File: config.mk
export PLATFORM = sky130hd
export DESIGN_NAME = crc_unit
export DESIGN_NICKNAME = d
export VERILOG_FILES = /design/src/hdl/crc_pkg.sv /design/src/hdl/crc_fifo.sv /design/src/hdl/crc_unit.sv
export SDC_FILE = /design/constraint.sdc
export NUM_CORES = 1
export LEC_CHECK = 0
export BUFFER_PORTS_ARGS = -buffer_cell sky130_fd_sc_hd__buf_2
export CAP_MARGIN = 20
export CORE_MARGIN = 4
export CORE_UTILIZATION = 32
export DETAILED_ROUTE_END_ITERATION = 8
export HOLD_SLACK_MARGIN = 0.06
export SETUP_SLACK_MARGIN = 0.05
export SLEW_MARGIN = 30
export SYNTH_ARGS = -nofsm -noshare
export SYNTH_HDL_FRONTEND = slang
export SYNTH_SLANG_ARGS = --single-unit
File: constraint.sdc
create_clock -name clk -period 8.2 [get_ports clk]
set_input_delay 0 -clock clk [delete_from_list [all_inputs] [get_ports clk]]
set_output_delay 0 -clock clk [all_outputs]
set_load 0.05 [all_outputs]
File: src/hdl/crc_pkg.sv
// Package with register map, field layout and constants of the CRC unit
package crc_pkg;
    // Register addresses on the special function register bus
    localparam logic [7:0] CRC_CONTROL_ADDR   = 8'h91;
    localparam logic [7:0] CRC_INPUT_ADDR     = 8'h94;
    localparam logic [7:0] CRC_RESULT_ADDR    = 8'hd9;
    localparam logic [7:0] CRC_AUTO_ADDR      = 8'hd2;
    localparam logic [7:0] CRC_COUNT_ADDR     = 8'hd3;
    // Control register fields
    localparam int         CTL_POLY_BIT       = 4;
    localparam int         CTL_INIT_BIT       = 3;
    localparam int         CTL_VAL_BIT        = 2;
    localparam int         CTL_PNT_LSB        = 0;
    localparam logic [7:0] CTL_RESET          = 8'h00;
    // Auto control register fields
    localparam int         AUTO_EN_BIT        = 7;
    localparam logic [7:0] AUTO_RESET         = 8'h00;
    localparam logic [7:0] COUNT_RESET        = 8'h00;
    // Polynomials and start values
    localparam logic [31:0] POLY32_NORMAL     = 32'h04c11db7;
    localparam logic [31:0] POLY32_REFLECTED  = 32'hedb88320;
    localparam logic [15:0] POLY16            = 16'h1021;
    localparam logic [31:0] INIT_ZEROS        = 32'h00000000;
    localparam logic [31:0] INIT_ONES         = 32'hffffffff;
    localparam logic [31:0] RESULT_RESET      = 32'h00000000;
    // Flash geometry
    localparam int          SECTOR_BYTES      = 512;
    localparam int          SECTOR_ADDR_BITS  = 9;
    localparam int          FLASH_ADDR_BITS   = 16;
    typedef enum logic [1:0] {AUTO_IDLE, AUTO_REQ, AUTO_FEED} crc_auto_state_t;
endpackage : crc_pkg

File: src/hdl/crc_fifo.sv
// Parameterised valid/ready FIFO
`timescale 1ns/10ps
module crc_fifo
    import crc_pkg::*;
#(
    parameter int WIDTH = 8,
    parameter int DEPTH = 16
) (
    // Clock and reset
    input  wire logic             clk,
    input  wire logic             resetn,
    // Fill side
    input  wire logic             inValid,
    output      logic             inReady,
    input  wire logic [WIDTH-1:0] inData,
    // Drain side
    output      logic             outValid,
    input  wire logic             outReady,
    output      logic [WIDTH-1:0] outData
);
    localparam int AW = $clog2(DEPTH);
    logic [WIDTH-1:0] mem [DEPTH];
    logic [AW-1:0]    wrPtr_reg;
    logic [AW-1:0]    rdPtr_reg;
    logic [AW:0]      count_reg;
    wire              doPush = inValid && inReady;
    wire              doPop  = outValid && outReady;

    assign inReady  = (count_reg != (AW+1)'(DEPTH));
    assign outValid = (count_reg != '0);
    assign outData  = mem[rdPtr_reg];

    always_ff @(posedge clk) begin
        if (doPush) begin
            mem[wrPtr_reg] <= inData;
        end
    end

    always_ff @(posedge clk or negedge resetn) begin
        if (!resetn) begin
            wrPtr_reg <= '0;
            rdPtr_reg <= '0;
            count_reg <= '0;
        end else begin
            if (doPush) begin
                wrPtr_reg <= (wrPtr_reg == AW'(DEPTH-1)) ? '0 : wrPtr_reg + 1'b1;
            end
            if (doPop) begin
                rdPtr_reg <= (rdPtr_reg == AW'(DEPTH-1)) ? '0 : rdPtr_reg + 1'b1;
            end
            count_reg <= count_reg + (AW+1)'(doPush) - (AW+1)'(doPop);
        end
    end
endmodule : crc_fifo

File: src/hdl/crc_unit.sv
// CRC unit: control registers, byte engine, result port and flash auto run
`timescale 1ns/10ps
module crc_unit
    import crc_pkg::*;
#(
    parameter int FIFO_DEPTH = 16
) (
    // Clock and reset
    input  wire logic        clk,
    input  wire logic        resetn,
    // Special function register bus
    input  wire logic [7:0]  sfrAddr,
    input  wire logic        sfrWrite,
    input  wire logic        sfrRead,
    input  wire logic [7:0]  sfrWdata,
    output      logic [7:0]  sfrRdata,
    output      logic        sfrReady,
    // Processor stall
    output      logic        cpuStall,
    // Flash read port
    output      logic        flashRead,
    output      logic [15:0] flashAddr,
    input  wire logic        flashValid,
    input  wire logic [7:0]  flashData
);
    // Register state
    logic                    polySel_reg;
    logic                    initSel_reg;
    logic [1:0]              pointer_reg;
    logic [31:0]             result_reg;
    logic [31:0]             result_next;
    logic [7:0]              autoCtl_reg;
    logic [7:0]              sectorCnt_reg;
    logic [7:0]              rdata_reg;
    crc_auto_state_t         state_reg;
    logic [FLASH_ADDR_BITS-1:0] addr_reg;
    logic [FLASH_ADDR_BITS-1:0] remaining_reg;
    logic                    reqPending_reg;

    // Decode
    wire wrCtl    = sfrWrite && (sfrAddr == CRC_CONTROL_ADDR);
    wire wrIn     = sfrWrite && (sfrAddr == CRC_INPUT_ADDR);
    wire wrRes    = sfrWrite && (sfrAddr == CRC_RESULT_ADDR);
    wire rdRes    = sfrRead && (sfrAddr == CRC_RESULT_ADDR);
    wire wrAuto   = sfrWrite && (sfrAddr == CRC_AUTO_ADDR);
    wire wrCount  = sfrWrite && (sfrAddr == CRC_COUNT_ADDR);
    wire auto_run_enable   = autoCtl_reg[AUTO_EN_BIT];
    wire running  = (state_reg != AUTO_IDLE);
    wire initReq  = wrCtl && sfrWdata[CTL_INIT_BIT];
    // Next pointer and mode come from the write itself when control is written
    wire newPoly  = wrCtl ? sfrWdata[CTL_POLY_BIT] : polySel_reg;
    wire newVal   = wrCtl ? sfrWdata[CTL_VAL_BIT] : initSel_reg;
    wire [31:0] newInit = newVal ? INIT_ONES : INIT_ZEROS;
    wire startRun = wrCtl && auto_run_enable && !running && (sectorCnt_reg != 8'h00);

    // Byte source: software writes, or flash bytes during an automatic run
    logic       fifoInValid;
    logic       fifoInReady;
    logic [7:0] fifoInData;
    logic       fifoOutValid;
    logic [7:0] fifoOutData;
    assign fifoInValid = wrIn || (running && flashValid);
    assign fifoInData  = wrIn ? sfrWdata : flashData;

    crc_fifo #(
        .WIDTH (8),
        .DEPTH (FIFO_DEPTH)
    ) i_crc_fifo (
        .clk      (clk),
        .resetn   (resetn),
        .inValid  (fifoInValid),
        .inReady  (fifoInReady),
        .inData   (fifoInData),
        .outValid (fifoOutValid),
        .outReady (1'b1),
        .outData  (fifoOutData)
    );

    // One byte through the selected polynomial
    function automatic logic [31:0] crc_step(input logic [31:0] acc, input logic [7:0] data,
                                             input logic poly16);
        logic [31:0] a;
        logic [15:0] b;
        a = acc ^ {24'h000000, data};
        b = acc[15:0] ^ {data, 8'h00};
        for (int i = 0; i < 8; i++) begin
            a = a[0] ? ((a >> 1) ^ POLY32_REFLECTED) : (a >> 1);
            b = b[15] ? ((b << 1) ^ POLY16) : (b << 1);
        end
        crc_step = poly16 ? {acc[31:16], b} : a;
    endfunction : crc_step

    // Selects the result byte a pointer value addresses
    function automatic logic [1:0] byte_index(input logic [1:0] pnt, input logic poly16);
        byte_index = poly16 ? {1'b0, pnt[0]} : pnt;
    endfunction : byte_index

    wire [1:0]  resIdx  = byte_index(pointer_reg, polySel_reg);
    wire [31:0] crcNew  = crc_step(result_reg, fifoOutData, polySel_reg);
    wire [31:0] byteMask = 32'h000000ff << {resIdx, 3'b000};
    wire [31:0] byteWr  = (result_reg & ~byteMask) | ({24'h000000, sfrWdata} << {resIdx, 3'b000});

    // Result update: init wins, then byte write, then engine
    always_comb begin
        result_next = result_reg;
        if (fifoOutValid) begin
            result_next = crcNew;
        end
        if (wrRes) begin
            result_next = byteWr;
        end
        if (initReq) begin
            result_next = newInit;
        end
    end

    // Read data mux
    wire [7:0] ctlRead = {3'b000, polySel_reg, 1'b0, initSel_reg, pointer_reg};
    wire [7:0] resRead = result_reg[{resIdx, 3'b000} +: 8];
    logic [7:0] readMux;
    always_comb begin
        case (sfrAddr)
            CRC_CONTROL_ADDR: readMux = ctlRead;
            CRC_RESULT_ADDR:  readMux = resRead;
            CRC_AUTO_ADDR:    readMux = autoCtl_reg;
            CRC_COUNT_ADDR:   readMux = sectorCnt_reg;
            default:          readMux = 8'h00;
        endcase
    end

    assign sfrRdata = rdata_reg;
    assign sfrReady = 1'b1;
    // Stall while the run is active or bytes still wait in the FIFO
    assign cpuStall = running || fifoOutValid;
    assign flashRead = reqPending_reg;
    assign flashAddr = addr_reg;

    always_ff @(posedge clk or negedge resetn) begin
        if (!resetn) begin
            polySel_reg <= CTL_RESET[CTL_POLY_BIT];
            initSel_reg <= CTL_RESET[CTL_VAL_BIT];
            pointer_reg <= CTL_RESET[CTL_PNT_LSB +: 2];
            result_reg  <= RESULT_RESET;
            rdata_reg   <= 8'h00;
        end else begin
            result_reg <= result_next;
            rdata_reg  <= sfrRead ? readMux : rdata_reg;
            if (wrCtl) begin
                polySel_reg <= newPoly;
                initSel_reg <= newVal;
                pointer_reg <= sfrWdata[CTL_PNT_LSB +: 2];
            end else if (wrRes || rdRes) begin
                pointer_reg <= pointer_reg + 2'b01;
            end
        end
    end

    // Automatic flash run
    always_ff @(posedge clk or negedge resetn) begin
        if (!resetn) begin
            autoCtl_reg    <= AUTO_RESET;
            sectorCnt_reg  <= COUNT_RESET;
            state_reg      <= AUTO_IDLE;
            addr_reg       <= '0;
            remaining_reg  <= '0;
            reqPending_reg <= 1'b0;
        end else begin
            if (wrAuto) begin
                autoCtl_reg <= sfrWdata;
            end
            if (wrCount) begin
                sectorCnt_reg <= sfrWdata;
            end
            case (state_reg)
                AUTO_IDLE: begin
                    reqPending_reg <= 1'b0;
                    if (startRun) begin
                        addr_reg      <= {autoCtl_reg[6:0], {SECTOR_ADDR_BITS{1'b0}}};
                        remaining_reg <= FLASH_ADDR_BITS'(sectorCnt_reg) * FLASH_ADDR_BITS'(SECTOR_BYTES);
                        state_reg     <= AUTO_REQ;
                    end
                end
                AUTO_REQ: begin
                    if (fifoInReady) begin
                        reqPending_reg <= 1'b1;
                        state_reg      <= AUTO_FEED;
                    end
                end
                AUTO_FEED: begin
                    reqPending_reg <= 1'b0;
                    if (flashValid) begin
                        addr_reg      <= addr_reg + 1'b1;
                        remaining_reg <= remaining_reg - 1'b1;
                        state_reg     <= (remaining_reg == 16'h0001) ? AUTO_IDLE : AUTO_REQ;
                    end
                end
                default: state_reg <= AUTO_IDLE;
            endcase
        end
    end

    // Bytes taken from flash in the current run, for the run length check
    logic [FLASH_ADDR_BITS-1:0] runBytes_reg;
    logic [7:0]                 runSectors_reg;
    always_ff @(posedge clk or negedge resetn) begin
        if (!resetn) begin
            runBytes_reg   <= '0;
            runSectors_reg <= 8'h00;
        end else if (startRun) begin
            runBytes_reg   <= '0;
            runSectors_reg <= sectorCnt_reg;
        end else if (running && flashValid) begin
            runBytes_reg <= runBytes_reg + 1'b1;
        end
    end
endmodule : crc_unit

==> flow_results.xml, run 1 <==
<?xml version="1.0" encoding="UTF-8"?>
<metrics>
  <group name="power_and_ir_drop">
    <metric name="power.share.switching" unit="%">41.3</metric>
    <metric name="power_report.internal_total" unit="mW">4.09</metric>
    <metric name="ir_drop" unit="µV">273</metric>
    <metric name="pwr-share-seq" unit="%">26.3</metric>
    <metric name="pwr_cell_area" unit="nW/µm²">499</metric>
    <metric name="power_frac_clock" unit="%">16.0</metric>
    <metric name="power.static_leakage" unit="nW">5.32</metric>
    <metric name="pwr-share-comb" unit="%">57.7</metric>
    <metric name="power.switching" unit="mW">2.87</metric>
  </group>
  <group name="synth">
    <metric name="postSynth.topFlopCell" unit="">edfxtp_1</metric>
    <metric name="synthDistinctLibCells" unit="">67</metric>
    <metric name="ys_seq_elements" unit="">236</metric>
    <metric name="synth-edff-count" unit="">128</metric>
    <metric name="syn_area" unit="µm²">12100</metric>
    <metric name="nets_in_the_synthesized_netlist" unit="">1018</metric>
    <metric name="postSynth.asyncResetShare" unit="%">45.8</metric>
    <metric name="synth-seq-area-share" unit="%">54.3</metric>
    <metric name="yosys_warnings" unit="">0</metric>
    <metric name="netlist_instances" unit="">974</metric>
    <metric name="post_synth.cell_area_avg" unit="µm²">12.4</metric>
  </group>
  <group name="min_path">
    <metric name="hold_path.class" unit="">primary input to flip-flop</metric>
    <metric name="hold_path_startpoint" unit="">flashData[1]</metric>
    <metric name="hold_path_depth" unit="">2</metric>
  </group>
  <group name="timing">
    <metric name="finalWorstPathRequiredPeriod" unit="ns">3.71</metric>
    <metric name="hold_violations" unit="">0</metric>
    <metric name="clock-skew-final" unit="ns">0.0110</metric>
    <metric name="rsz0062_at_grt" unit="">false</metric>
    <metric name="max-slew-margin-rel" unit="%">36.9</metric>
    <metric name="finalMaxSlewViolations" unit="">0</metric>
    <metric name="achievable_frequency" unit="GHz">0.269</metric>
    <metric name="fin_worst_hold_slack" unit="ns">0.0612</metric>
    <metric name="timing_worst_slew_pin_value" unit="ns">0.943</metric>
    <metric name="timing.final.setup_violations" unit="">0</metric>
    <metric name="finalSetupTns" unit="ns">0</metric>
    <metric name="post-route-period-util" unit="%">45.3</metric>
  </group>
  <group name="finish">
    <metric name="share_of_cells_above_drive_strength_1" unit="%">17.6</metric>
    <metric name="num-nets-final" unit="">1093</metric>
    <metric name="final_core_utilization" unit="%">37.9</metric>
    <metric name="number_of_flip_flops_in_the_largest_register" unit="">128</metric>
    <metric name="layout.cells.most_common_list" unit="">edfxtp_1 (128), dfrtp_1 (107), nand2_1 (85), nor2_1 (78), o21ai_0 (67)</metric>
    <metric name="n_antenna_cell" unit="">0</metric>
    <metric name="final-instance-count-excl-fill" unit="">1573</metric>
    <metric name="final_common_cell" unit="">edfxtp_1</metric>
    <metric name="area_delta_synth_final" unit="%">15.8</metric>
    <metric name="layout.filler_cells" unit="">3506</metric>
  </group>
  <group name="clocking">
    <metric name="tritoncts.num_buffers" unit="">26</metric>
    <metric name="clkTransAtPathRegs" unit="ns">0.06</metric>
    <metric name="htreeDepth" unit="">1</metric>
    <metric name="clkSinkCount" unit="">236</metric>
    <metric name="root_buffer" unit="">clkbuf_16</metric>
    <metric name="ctsResizeCount" unit="">0</metric>
    <metric name="cts-root-to-sink-buffers" unit="">3</metric>
    <metric name="worst_skew_pair.late_latency" unit="ns">0.54</metric>
    <metric name="tritoncts" unit="">yes</metric>
  </group>
  <group name="global_routing">
    <metric name="grt_antenna_before_repair" unit="">0</metric>
    <metric name="grt_overflow" unit="">0</metric>
    <metric name="grt_max_degree" unit="">64</metric>
    <metric name="grt_most_used_layer" unit="">met2</metric>
    <metric name="global_route_wire_length_before_repair" unit="mm">49.7</metric>
    <metric name="grt_util_all_layers" unit="%">15.3</metric>
    <metric name="use_met2" unit="%">24.4</metric>
    <metric name="number_of_global_route_vias_before_repair" unit="">8199</metric>
    <metric name="globalRouteMet3Util" unit="%">2.76</metric>
    <metric name="met1_usage" unit="%">21.3</metric>
  </group>
  <group name="drt">
    <metric name="detail_route.first_pass.iterations" unit="">5</metric>
    <metric name="wire_per_inst" unit="µm">20.1</metric>
    <metric name="route.vias.total" unit="">8348</metric>
    <metric name="drt.antenna.violating_nets" unit="">0</metric>
    <metric name="routed_via_density" unit="">5.31</metric>
    <metric name="wirelength" unit="mm">31.6</metric>
    <metric name="detailedRoute.firstIterationViolations" unit="">825</metric>
    <metric name="route.detailed.drc" unit="">0</metric>
  </group>
  <group name="worst_setup_path">
    <metric name="r2r_start" unit="">i_crc_fifo.rdPtr_reg[0]$_DFFE_PN0N_</metric>
    <metric name="timing.critical_path.fanout_max" unit="">37</metric>
    <metric name="total_stage_count_of_the_critical_path" unit="">9</metric>
    <metric name="reg2reg_setup_slack" unit="ns">4.49</metric>
    <metric name="cp_data_arrival_time" unit="ns">4.14</metric>
    <metric name="crit_path_frequent_cell" unit="">mux4_2</metric>
    <metric name="cpLargestDelayFamily" unit="">multiplexers</metric>
    <metric name="reg2regPathDepth" unit="">9</metric>
    <metric name="cp.buffers_inverters" unit="">1</metric>
    <metric name="timing_worst_setup_path_type" unit="">flip-flop to flip-flop</metric>
    <metric name="crit_path_launch" unit="">i_crc_fifo.rdPtr_reg[0]$_DFFE_PN0N_</metric>
    <metric name="worstSetupEndpointType" unit="">flip-flop</metric>
    <metric name="critPathMaxStageDelay" unit="ns">0.62</metric>
    <metric name="worstSetupStartpointType" unit="">flip-flop</metric>
    <metric name="cp_cell_sequence" unit="">buf_4 &gt; mux4_2 &gt; mux4_2 &gt; xnor2_4 &gt; nor3_1 &gt; or2_1 &gt; xnor2_2 &gt; xor2_1 &gt; o31a_1</metric>
    <metric name="worstPathRequired" unit="ns">8.62</metric>
    <metric name="critPathSlowestCell" unit="">mux4_2</metric>
  </group>
  <group name="status">
    <metric name="status" unit="">completed</metric>
  </group>
  <group name="place">
    <metric name="routabilityCongestion" unit="">0.899</metric>
    <metric name="portBuffers" unit="">54</metric>
    <metric name="placedCellCount" unit="">1502</metric>
    <metric name="place_hpwl" unit="mm">21.8</metric>
  </group>
  <group name="floorplanning">
    <metric name="initial_utilization" unit="%">32.7</metric>
    <metric name="core.rowCount" unit="">70</metric>
    <metric name="placeable_core_area" unit="µm²">36900</metric>
    <metric name="die-area" unit="µm²">40900</metric>
    <metric name="die_x" unit="µm">202</metric>
    <metric name="fp.dieH" unit="µm">202</metric>
    <metric name="ios" unit="">56</metric>
  </group>
  <group name="job">
    <metric name="maxCapViolCount" unit="">0</metric>
  </group>
</metrics>
[power groups by stage]
stage | clock network [mW] | logic, mW | registers, mW
after floorplan | 0 | 3.22 | 1.81
after global placement | 0 | 3.94 | 1.84
after detailed placement | 0 | 3.99 | 1.84
after CTS | 1.13 | 4.01 | 1.83
after global routing | 1.19 | 4.38 | 1.87
final | 1.11 | 4.02 | 1.83
[through the flow]
| stage | power (mW) | instance area, µm² | setup slack (ns) |
|---|---|---|---|
| after global placement | 5.78 | 12900 | 4.21 |
| final | 6.97 | 14000 | 4.49 |
| after floorplan | 5.02 | 12100 | 4.95 |
| after global routing | 7.43 | 14000 | 4.27 |
| after CTS | 6.97 | 14000 | 4.45 |
| after detailed placement | 5.83 | 12900 | 4.47 |
[kinds of logic (layout without fill, tap and decap cells)]
| group | after synthesis | in the layout | share of synthesized area (%) |
|---|---|---|---|
| xor+xnor | 104 | 104 | 9.19 |
| simple gates | 257 | 257 | 9.57 |
| mux | 82 | 82 | 12.1 |
| flops | 236 | 236 | 54.3 |
| buf+inv | 65 | 160 | 2.31 |
| other cells | 1 | 1 | 0.0311 |
| fa+ha+maj | 15 | 15 | 1.62 |
| compound gates | 214 | 214 | 10.9 |
[layout make-up]
| class | count | area [µm²] | area share [%] |
|---|---|---|---|
| clock buffers | 32 | 693 | 4.96 |
| flip-flops and latches | 236 | 6550 | 46.9 |
| multi-input cells | 673 | 5280 | 37.8 |
| well taps | 504 | 631 | 4.51 |
| inverters | 20 | 75.1 | 0.537 |
| clock inverters | 16 | 130 | 0.931 |
| repair buffers | 92 | 616 | 4.41 |
[synthesized netlist by cell type (all sizes together) (3+ instances only)]
cell	instances	area (µm²)
a31oi	9	56.3
nand3b	3	22.5
o22ai	10	62.6
nand2b	5	31.3
a21o	4	30.0
nor4	7	43.8
nor2b	6	37.5
xor2	34	305
nand2	85	319
clkbuf	34	128
mux2	21	236
and3	11	68.8
a211o	4	35.0
or2	4	25.0
ha	14	175
a221oi	9	78.8
inv	19	71.3
xnor2	64	666
a222oi	7	70.1
o211ai	7	52.6
dfrtp	108	2700
o221ai	3	26.3
a211oi	6	45.0
nand3	21	105
mux4	45	1060
and2	4	25.0
a22oi	8	60.1
nand4	5	31.3
nor3	16	80.1
nor2	83	312
o21ai	70	350
edfxtp	128	3840
xnor3	4	90.1
mux2i	16	160
a21oi	60	300
buf	11	76.3
[layer usage]
| metal | vias to the layer above | wire length, µm |
|---|---|---|
| met5 | - | 0 |
| met4 | 0 | 1060 |
| met2 | 323 | 14700 |
| met3 | 70 | 2030 |
| li1 | 3819 | - |
| met1 | 4136 | 13800 |
[timing repair]
action | 4_1_cts | 5_1_grt
hold buffers | 23 | 0
endpoints found under the hold margin | 179 | 0
buffers inserted | 0 | 0
[worst paths after layout]
path / endpoint
setup / recovery: result_reg[7]$_DFFE_PN0P_
hold / removal: i_crc_fifo.mem[11][1]$_DFFE_PP_
setup reg to reg: result_reg[7]$_DFFE_PN0P_
hold reg to reg: remaining_reg[15]$_DFFE_PN0P_
max in group asynchronous: result_reg[0]$_DFFE_PN0P_
min in group asynchronous: i_crc_fifo.wrPtr_reg[3]$_DFFE_PN0N_
(Power assumes the default switching activity.)
==> run 2, diff against run 1 <==
==> constraint.sdc (replaced) <==
create_clock -name clk -period 3.25 [get_ports clk]
set_input_delay 0 -clock clk [delete_from_list [all_inputs] [get_ports clk]]
set_output_delay 0 -clock clk [all_outputs]
set_load 0.05 [all_outputs]
==> flow_results.xml, run 2 (synthesis gave the netlist of run 1 again) <==
<?xml version="1.0" encoding="UTF-8"?>
<metrics>
  <group name="timing">
    <metric name="achievable_frequency" unit="GHz">0.316</metric>
    <metric name="hold_violations" unit="">0</metric>
    <metric name="timing_worst_slew_pin_value" unit="ns">0.826</metric>
    <metric name="finalSetupTns" unit="ns">0</metric>
    <metric name="rsz0062_at_grt" unit="">true</metric>
    <metric name="timing.final.setup_violations" unit="">0</metric>
    <metric name="finalWorstPathRequiredPeriod" unit="ns">3.17</metric>
    <metric name="clock-skew-final" unit="ns">0.0139</metric>
    <metric name="post-route-period-util" unit="%">97.5</metric>
    <metric name="max-slew-margin-rel" unit="%">45.0</metric>
    <metric name="finalMaxSlewViolations" unit="">0</metric>
  </group>
  <group name="drt">
    <metric name="wirelength" unit="mm">32.8</metric>
    <metric name="route.detailed.drc" unit="">0</metric>
    <metric name="detail_route.first_pass.iterations" unit="">7</metric>
    <metric name="drt.antenna.violating_nets" unit="">0</metric>
    <metric name="wire_per_inst" unit="µm">20.1</metric>
    <metric name="detailedRoute.firstIterationViolations" unit="">870</metric>
    <metric name="route.vias.total" unit="">8510</metric>
    <metric name="routed_via_density" unit="">5.21</metric>
  </group>
  <group name="clocking">
    <metric name="tritoncts" unit="">yes</metric>
    <metric name="clkSinkCount" unit="">236</metric>
    <metric name="htreeDepth" unit="">1</metric>
    <metric name="cts-root-to-sink-buffers" unit="">3</metric>
    <metric name="tritoncts.num_buffers" unit="">27</metric>
    <metric name="clkTransAtPathRegs" unit="ns">0.06</metric>
    <metric name="worst_skew_pair.late_latency" unit="ns">0.55</metric>
    <metric name="root_buffer" unit="">clkbuf_16</metric>
  </group>
  <group name="finish">
    <metric name="share_of_cells_above_drive_strength_1" unit="%">22.1</metric>
    <metric name="number_of_flip_flops_in_the_largest_register" unit="">128</metric>
    <metric name="final_common_cell" unit="">edfxtp_1</metric>
    <metric name="final_core_utilization" unit="%">39.7</metric>
    <metric name="total_area_of_multi_input_combinational_cells" unit="µm²">5310</metric>
    <metric name="area.sequential" unit="µm²">6550</metric>
    <metric name="area_delta_synth_final" unit="%">21.2</metric>
    <metric name="num-nets-final" unit="">1152</metric>
    <metric name="layout.cells.most_common_list" unit="">edfxtp_1 (128), dfrtp_1 (107), nand2_1 (84), nor2_1 (82)</metric>
    <metric name="layout.filler_cells" unit="">3457</metric>
  </group>
  <group name="place">
    <metric name="portBuffers" unit="">54</metric>
    <metric name="routabilityCongestion" unit="">0.935</metric>
    <metric name="place_hpwl" unit="mm">22.7</metric>
  </group>
  <group name="worst_setup_path">
    <metric name="r2r_start" unit="">i_crc_fifo.rdPtr_reg[0]$_DFFE_PN0N_</metric>
    <metric name="cp_cell_sequence" unit="">buf_12 &gt; mux4_2 &gt; mux4_2 &gt; xnor2_4 &gt; buf_4 &gt; xnor2_4 &gt; buf_6 &gt; xnor2_1 &gt; xnor3_1 &gt; nand2_1 &gt; a21oi_1</metric>
    <metric name="worstSetupEndpointType" unit="">flip-flop</metric>
    <metric name="cp_data_arrival_time" unit="ns">3.58</metric>
    <metric name="reg2reg_setup_slack" unit="ns">0.08</metric>
    <metric name="total_stage_count_of_the_critical_path" unit="">11</metric>
    <metric name="cp.buffers_inverters" unit="">3</metric>
    <metric name="critPathMaxStageDelay" unit="ns">0.56</metric>
    <metric name="timing_worst_setup_path_type" unit="">flip-flop to flip-flop</metric>
    <metric name="worstPathRequired" unit="ns">3.66</metric>
    <metric name="cpLargestDelayFamily" unit="">multiplexers</metric>
    <metric name="worstSetupStartpointType" unit="">flip-flop</metric>
    <metric name="worst_r2r_endpoint" unit="">result_reg[19]$_DFFE_PN0P_</metric>
    <metric name="reg2regPathDepth" unit="">11</metric>
    <metric name="critPathSlowestCell" unit="">mux4_2</metric>
    <metric name="timing.critical_path.fanout_max" unit="">15</metric>
  </group>
  <group name="power_and_ir_drop">
    <metric name="ir_drop" unit="µV">928</metric>
    <metric name="pwr_cell_area" unit="nW/µm²">1300</metric>
    <metric name="power.static_leakage" unit="nW">5.70</metric>
  </group>
  <group name="floorplanning">
    <metric name="die_x" unit="µm">202</metric>
    <metric name="fp.dieH" unit="µm">202</metric>
    <metric name="die-area" unit="µm²">40900</metric>
    <metric name="ios" unit="">56</metric>
    <metric name="placeable_core_area" unit="µm²">36900</metric>
    <metric name="initial_utilization" unit="%">32.7</metric>
    <metric name="core.rowCount" unit="">70</metric>
  </group>
  <group name="global_routing">
    <metric name="global_route_wire_length_before_repair" unit="mm">51.0</metric>
    <metric name="grt_overflow" unit="">0</metric>
    <metric name="number_of_global_route_vias_before_repair" unit="">8440</metric>
    <metric name="grt_max_degree" unit="">60</metric>
    <metric name="grt_util_all_layers" unit="%">15.8</metric>
    <metric name="grt_antenna_before_repair" unit="">0</metric>
  </group>
  <group name="min_path">
    <metric name="hold_path.class" unit="">primary input to flip-flop</metric>
    <metric name="hold_path_startpoint" unit="">sfrAddr[2]</metric>
    <metric name="hold_path_depth" unit="">4</metric>
    <metric name="timing.hold.worst_endpoint" unit="">pointer_reg[1]$_DFFE_PN0P_</metric>
  </group>
  <group name="job">
    <metric name="maxCapViolCount" unit="">0</metric>
  </group>
  <group name="status">
    <metric name="status" unit="">completed</metric>
  </group>
</metrics>
## run 2: cell count changes in the layout (fill, tap and decap cells not counted), sizes merged
cell / change
buf: +55
bufinv: +3
clkinv: -3
dlygate4sd3: +2
inv: +2
diode: +1
## run 2: stage by stage
step | setup slack, ns | instance area, µm² | hold slack, ns | power (mW) | instances
floorplan | 0.0762 | 12100 | -0.296 | 12.7 | 974
global placement | 0.116 | 13300 | 0.144 | 15.2 | 1549
detailed placement | 0.0724 | 13300 | 0.149 | 15.4 | 1549
CTS | 0.0536 | 14500 | 0.0714 | 18.6 | 1623
global route | 0.00939 | 14600 | 0.140 | 20.2 | 1632
finish | 0.0823 | 14600 | 0.0816 | 19.0 | 1633
## run 2: tightest hold or removal path, cell delays in order
cell     delay (ns)
buf_2          0.11
nor2b_1        0.06
nand3_1        0.29
a21oi_1        0.12
## run 2: area by class of cell
type,count,share of cell area [%]
timing repair buffer,150,7.71
clock inverter,18,1.47
clock buffer,31,4.86
inverter,20,0.513
tap,504,4.31
sequential,236,44.8
multi-input combinational,673,36.3
antenna,1,0.0171
## run 2: per-layer routing
| layer | global-route usage [%] | routed length (µm) | up-vias |
|---|---|---|---|
| met2 | 25.3 | 15600 | 264 |
| met4 | 4.90 | 930 | 0 |
| met1 | 22.0 | 14300 | 4263 |
| li1 | - | - | 3925 |
| met3 | 2.60 | 1970 | 58 |
| met5 | 0 | 0 | - |
## run 2: how the worst max path moves through the flow
stage | from | end | slack (ns)
after global placement | i_crc_fifo.rdPtr_reg[0]$_DFFE_PN0N_ | result_reg[5]$_DFFE_PN0P_ | 0.12
after detailed placement | i_crc_fifo.rdPtr_reg[0]$_DFFE_PN0N_ | result_reg[19]$_DFFE_PN0P_ | 0.07
after CTS | i_crc_fifo.rdPtr_reg[0]$_DFFE_PN0N_ | result_reg[19]$_DFFE_PN0P_ | 0.05
after floorplan | i_crc_fifo.rdPtr_reg[0]$_DFFE_PN0N_ | result_reg[8]$_DFFE_PN0P_ | 0.08
final | i_crc_fifo.rdPtr_reg[0]$_DFFE_PN0N_ | result_reg[19]$_DFFE_PN0P_ | 0.08
after global routing | i_crc_fifo.rdPtr_reg[0]$_DFFE_PN0N_ | result_reg[23]$_DFFE_PN0P_ | 0.009
## run 2: repair_timing
action / 4_1_cts / 5_1_grt
gates resized for setup: 0 / 14
hold endpoints to repair: 224 / 0
setup endpoints to repair: 0 / 22
hold buffers: 25 / 0
buffers inserted: 0 / 8
## run 2: report_power, final
group          internal, mW  switching [mW]  total, mW
Combinational          5.68            5.58       11.3
Sequential             3.87           0.771       4.64
Clock                  1.90            1.26       3.16
Total                  11.4            7.61       19.0
==> run 3, diff against run 2 <==
--- a/config.mk
+++ b/config.mk
@@ -11,6 +11,7 @@
 export CORE_UTILIZATION = 32
 export DETAILED_ROUTE_END_ITERATION = 8
 export HOLD_SLACK_MARGIN = 0.06
+export MAX_ROUTING_LAYER = met4
 export SETUP_SLACK_MARGIN = 0.05
 export SLEW_MARGIN = 30
 export SYNTH_ARGS = -nofsm -noshare
==> flow_results.xml, run 3 (synthesis gave the netlist of run 1 again) <==
<?xml version="1.0" encoding="UTF-8"?>
<metrics>
  <group name="status">
    <metric name="status" unit="">completed</metric>
  </group>
  <group name="clocking">
    <metric name="tritoncts.num_buffers" unit="">26</metric>
    <metric name="clkTransAtPathRegs" unit="ns">0.06</metric>
    <metric name="worst_skew_pair.late_latency" unit="ns">0.55</metric>
    <metric name="cts-root-to-sink-buffers" unit="">3</metric>
    <metric name="root_buffer" unit="">clkbuf_16</metric>
    <metric name="htreeDepth" unit="">1</metric>
    <metric name="clkSinkCount" unit="">236</metric>
    <metric name="tritoncts" unit="">yes</metric>
  </group>
  <group name="power_and_ir_drop">
    <metric name="power.static_leakage" unit="nW">5.64</metric>
    <metric name="pwr_cell_area" unit="nW/µm²">1280</metric>
    <metric name="ir_drop" unit="µV">978</metric>
  </group>
  <group name="floorplanning">
    <metric name="core.rowCount" unit="">70</metric>
    <metric name="ios" unit="">56</metric>
    <metric name="initial_utilization" unit="%">32.7</metric>
    <metric name="die_x" unit="µm">202</metric>
    <metric name="placeable_core_area" unit="µm²">36900</metric>
    <metric name="die-area" unit="µm²">40900</metric>
    <metric name="fp.dieH" unit="µm">202</metric>
  </group>
  <group name="timing">
    <metric name="setup_slack" unit="ns">0.121</metric>
    <metric name="timing_worst_slew_pin_value" unit="ns">0.829</metric>
    <metric name="achievable_frequency" unit="GHz">0.320</metric>
    <metric name="rsz0062_at_grt" unit="">true</metric>
    <metric name="max-slew-margin-rel" unit="%">44.7</metric>
    <metric name="finalWorstPathRequiredPeriod" unit="ns">3.13</metric>
    <metric name="hold_violations" unit="">0</metric>
    <metric name="clock-skew-final" unit="ns">0.00937</metric>
    <metric name="timing.final.setup_violations" unit="">0</metric>
    <metric name="finalMaxSlewViolations" unit="">0</metric>
    <metric name="post-route-period-util" unit="%">96.3</metric>
  </group>
  <group name="global_routing">
    <metric name="number_of_global_route_vias_before_repair" unit="">8423</metric>
    <metric name="grt_max_degree" unit="">60</metric>
    <metric name="grt_antenna_before_repair" unit="">0</metric>
    <metric name="grt_util_all_layers" unit="%">16.4</metric>
    <metric name="grt_overflow" unit="">0</metric>
    <metric name="global_route_wire_length_before_repair" unit="mm">51.5</metric>
  </group>
  <group name="finish">
    <metric name="number_of_flip_flops_in_the_largest_register" unit="">128</metric>
    <metric name="layout.cells.most_common_list" unit="">edfxtp_1 (128), dfrtp_1 (107), nand2_1 (85), nor2_1 (82), o21ai_0 (67)</metric>
    <metric name="final_common_cell" unit="">edfxtp_1</metric>
    <metric name="num-nets-final" unit="">1147</metric>
    <metric name="share_of_cells_above_drive_strength_1" unit="%">21.6</metric>
    <metric name="area_delta_synth_final" unit="%">20.3</metric>
    <metric name="final_core_utilization" unit="%">39.3</metric>
    <metric name="n_antenna_cell" unit="">0</metric>
  </group>
  <group name="place">
    <metric name="pre_cts_slack" unit="ns">0.0587</metric>
    <metric name="routabilityCongestion" unit="">0.937</metric>
    <metric name="place_hpwl" unit="mm">22.6</metric>
    <metric name="portBuffers" unit="">54</metric>
  </group>
  <group name="min_path">
    <metric name="hold_path_depth" unit="">4</metric>
    <metric name="hold_path.class" unit="">primary input to flip-flop</metric>
  </group>
  <group name="drt">
    <metric name="detailedRoute.firstIterationViolations" unit="">878</metric>
    <metric name="drt.antenna.violating_nets" unit="">0</metric>
    <metric name="detail_route.first_pass.iterations" unit="">8</metric>
    <metric name="routed_via_density" unit="">5.24</metric>
    <metric name="route.detailed.drc" unit="">0</metric>
    <metric name="wirelength" unit="mm">32.8</metric>
    <metric name="wire_per_inst" unit="µm">20.1</metric>
    <metric name="route.vias.total" unit="">8519</metric>
  </group>
  <group name="worst_setup_path">
    <metric name="cp_data_arrival_time" unit="ns">3.54</metric>
    <metric name="timing.critical_path.fanout_max" unit="">10</metric>
    <metric name="timing_worst_setup_path_type" unit="">flip-flop to flip-flop</metric>
    <metric name="reg2regPathDepth" unit="">9</metric>
    <metric name="worstSetupEndpointType" unit="">flip-flop</metric>
    <metric name="worstPathRequired" unit="ns">3.66</metric>
    <metric name="worstSetupStartpointType" unit="">flip-flop</metric>
  </group>
  <group name="job">
    <metric name="maxCapViolCount" unit="">0</metric>
  </group>
</metrics>
run 3: changes by cell type in the layout (fill, tap and decap cells not counted), sizes merged:
cell      change
buf           -3
bufinv        -1
diode         -1
clkbuf        -3
clkinvlp      +2
run 3: report_power, final:
group / internal [mW] / switching, mW / leakage [nW]
sequential: 3.86 / 0.780 / 2.50
clock: 1.75 / 1.27 / 0.423
combinational: 5.56 / 5.33 / 2.71
total: 11.2 / 7.38 / 5.64
run 3: through the flow:
stage	TNS, ns	hold WS, ns	cell area (µm²)	std cells	total power [mW]
2_1_floorplan	0	-0.296	12100	974	12.7
3_3_place_gp	0	0.150	13300	1551	15.1
3_5_place_dp	0	0.155	13300	1551	15.3
4_1_cts	0	0.0781	14400	1624	18.4
5_1_grt	-0.106	0.115	14500	1627	19.8
6_report	0	0.0935	14500	1627	18.6
run 3: area by class of cell:
cell class,instances,area (µm²)
inverter,20,75.1
tap,504,631
clock inverter,19,211
multi-input combinational,673,5310
clock buffer,29,672
sequential,236,6550
timing repair buffer,146,1070
fill,3508,22400
run 3: worst max-delay path, cell delays in order (launching register included):
cell,delay [ns]
dfrtp_2,0.41
buf_4,0.22
mux4_1,0.58
mux4_2,0.55
xnor2_4,0.17
xnor2_2,0.22
xor3_2,0.41
xor2_2,0.20
xor2_1,0.16
o21ai_1,0.08
run 3: timing repair:
action                                  CTS  global route
endpoints found under the hold margin   205             0
setup buffers                             0             3
gates resized for setup                   2            11
hold buffers                             25             0
endpoints found under the setup margin    2            15
run 3: final timing paths:
check | from | end | slack (ns)
max | i_crc_fifo.rdPtr_reg[0]$_DFFE_PN0N_ | result_reg[24]$_DFFE_PN0P_ | 0.12
min | sfrAddr[2] | pointer_reg[1]$_DFFE_PN0P_ | 0.09
max reg2reg | i_crc_fifo.rdPtr_reg[0]$_DFFE_PN0N_ | result_reg[24]$_DFFE_PN0P_ | 0.12
min reg2reg | initSel_reg$_DFFE_PN0N_ | initSel_reg$_DFFE_PN0N_ | 0.49
max in group asynchronous | resetn | result_reg[15]$_DFFE_PN0P_ | 2.37
min in group asynchronous | resetn | i_crc_fifo.count_reg[2]$_DFF_PN0_ | 0.10
run 3: metal layers:
layer  track usage [%]  part of all wire, %
met1              22.4                   44
met2              25.8                   48
met3              2.50                  6.1
met4              4.10                  2.6
met5                 -                    0
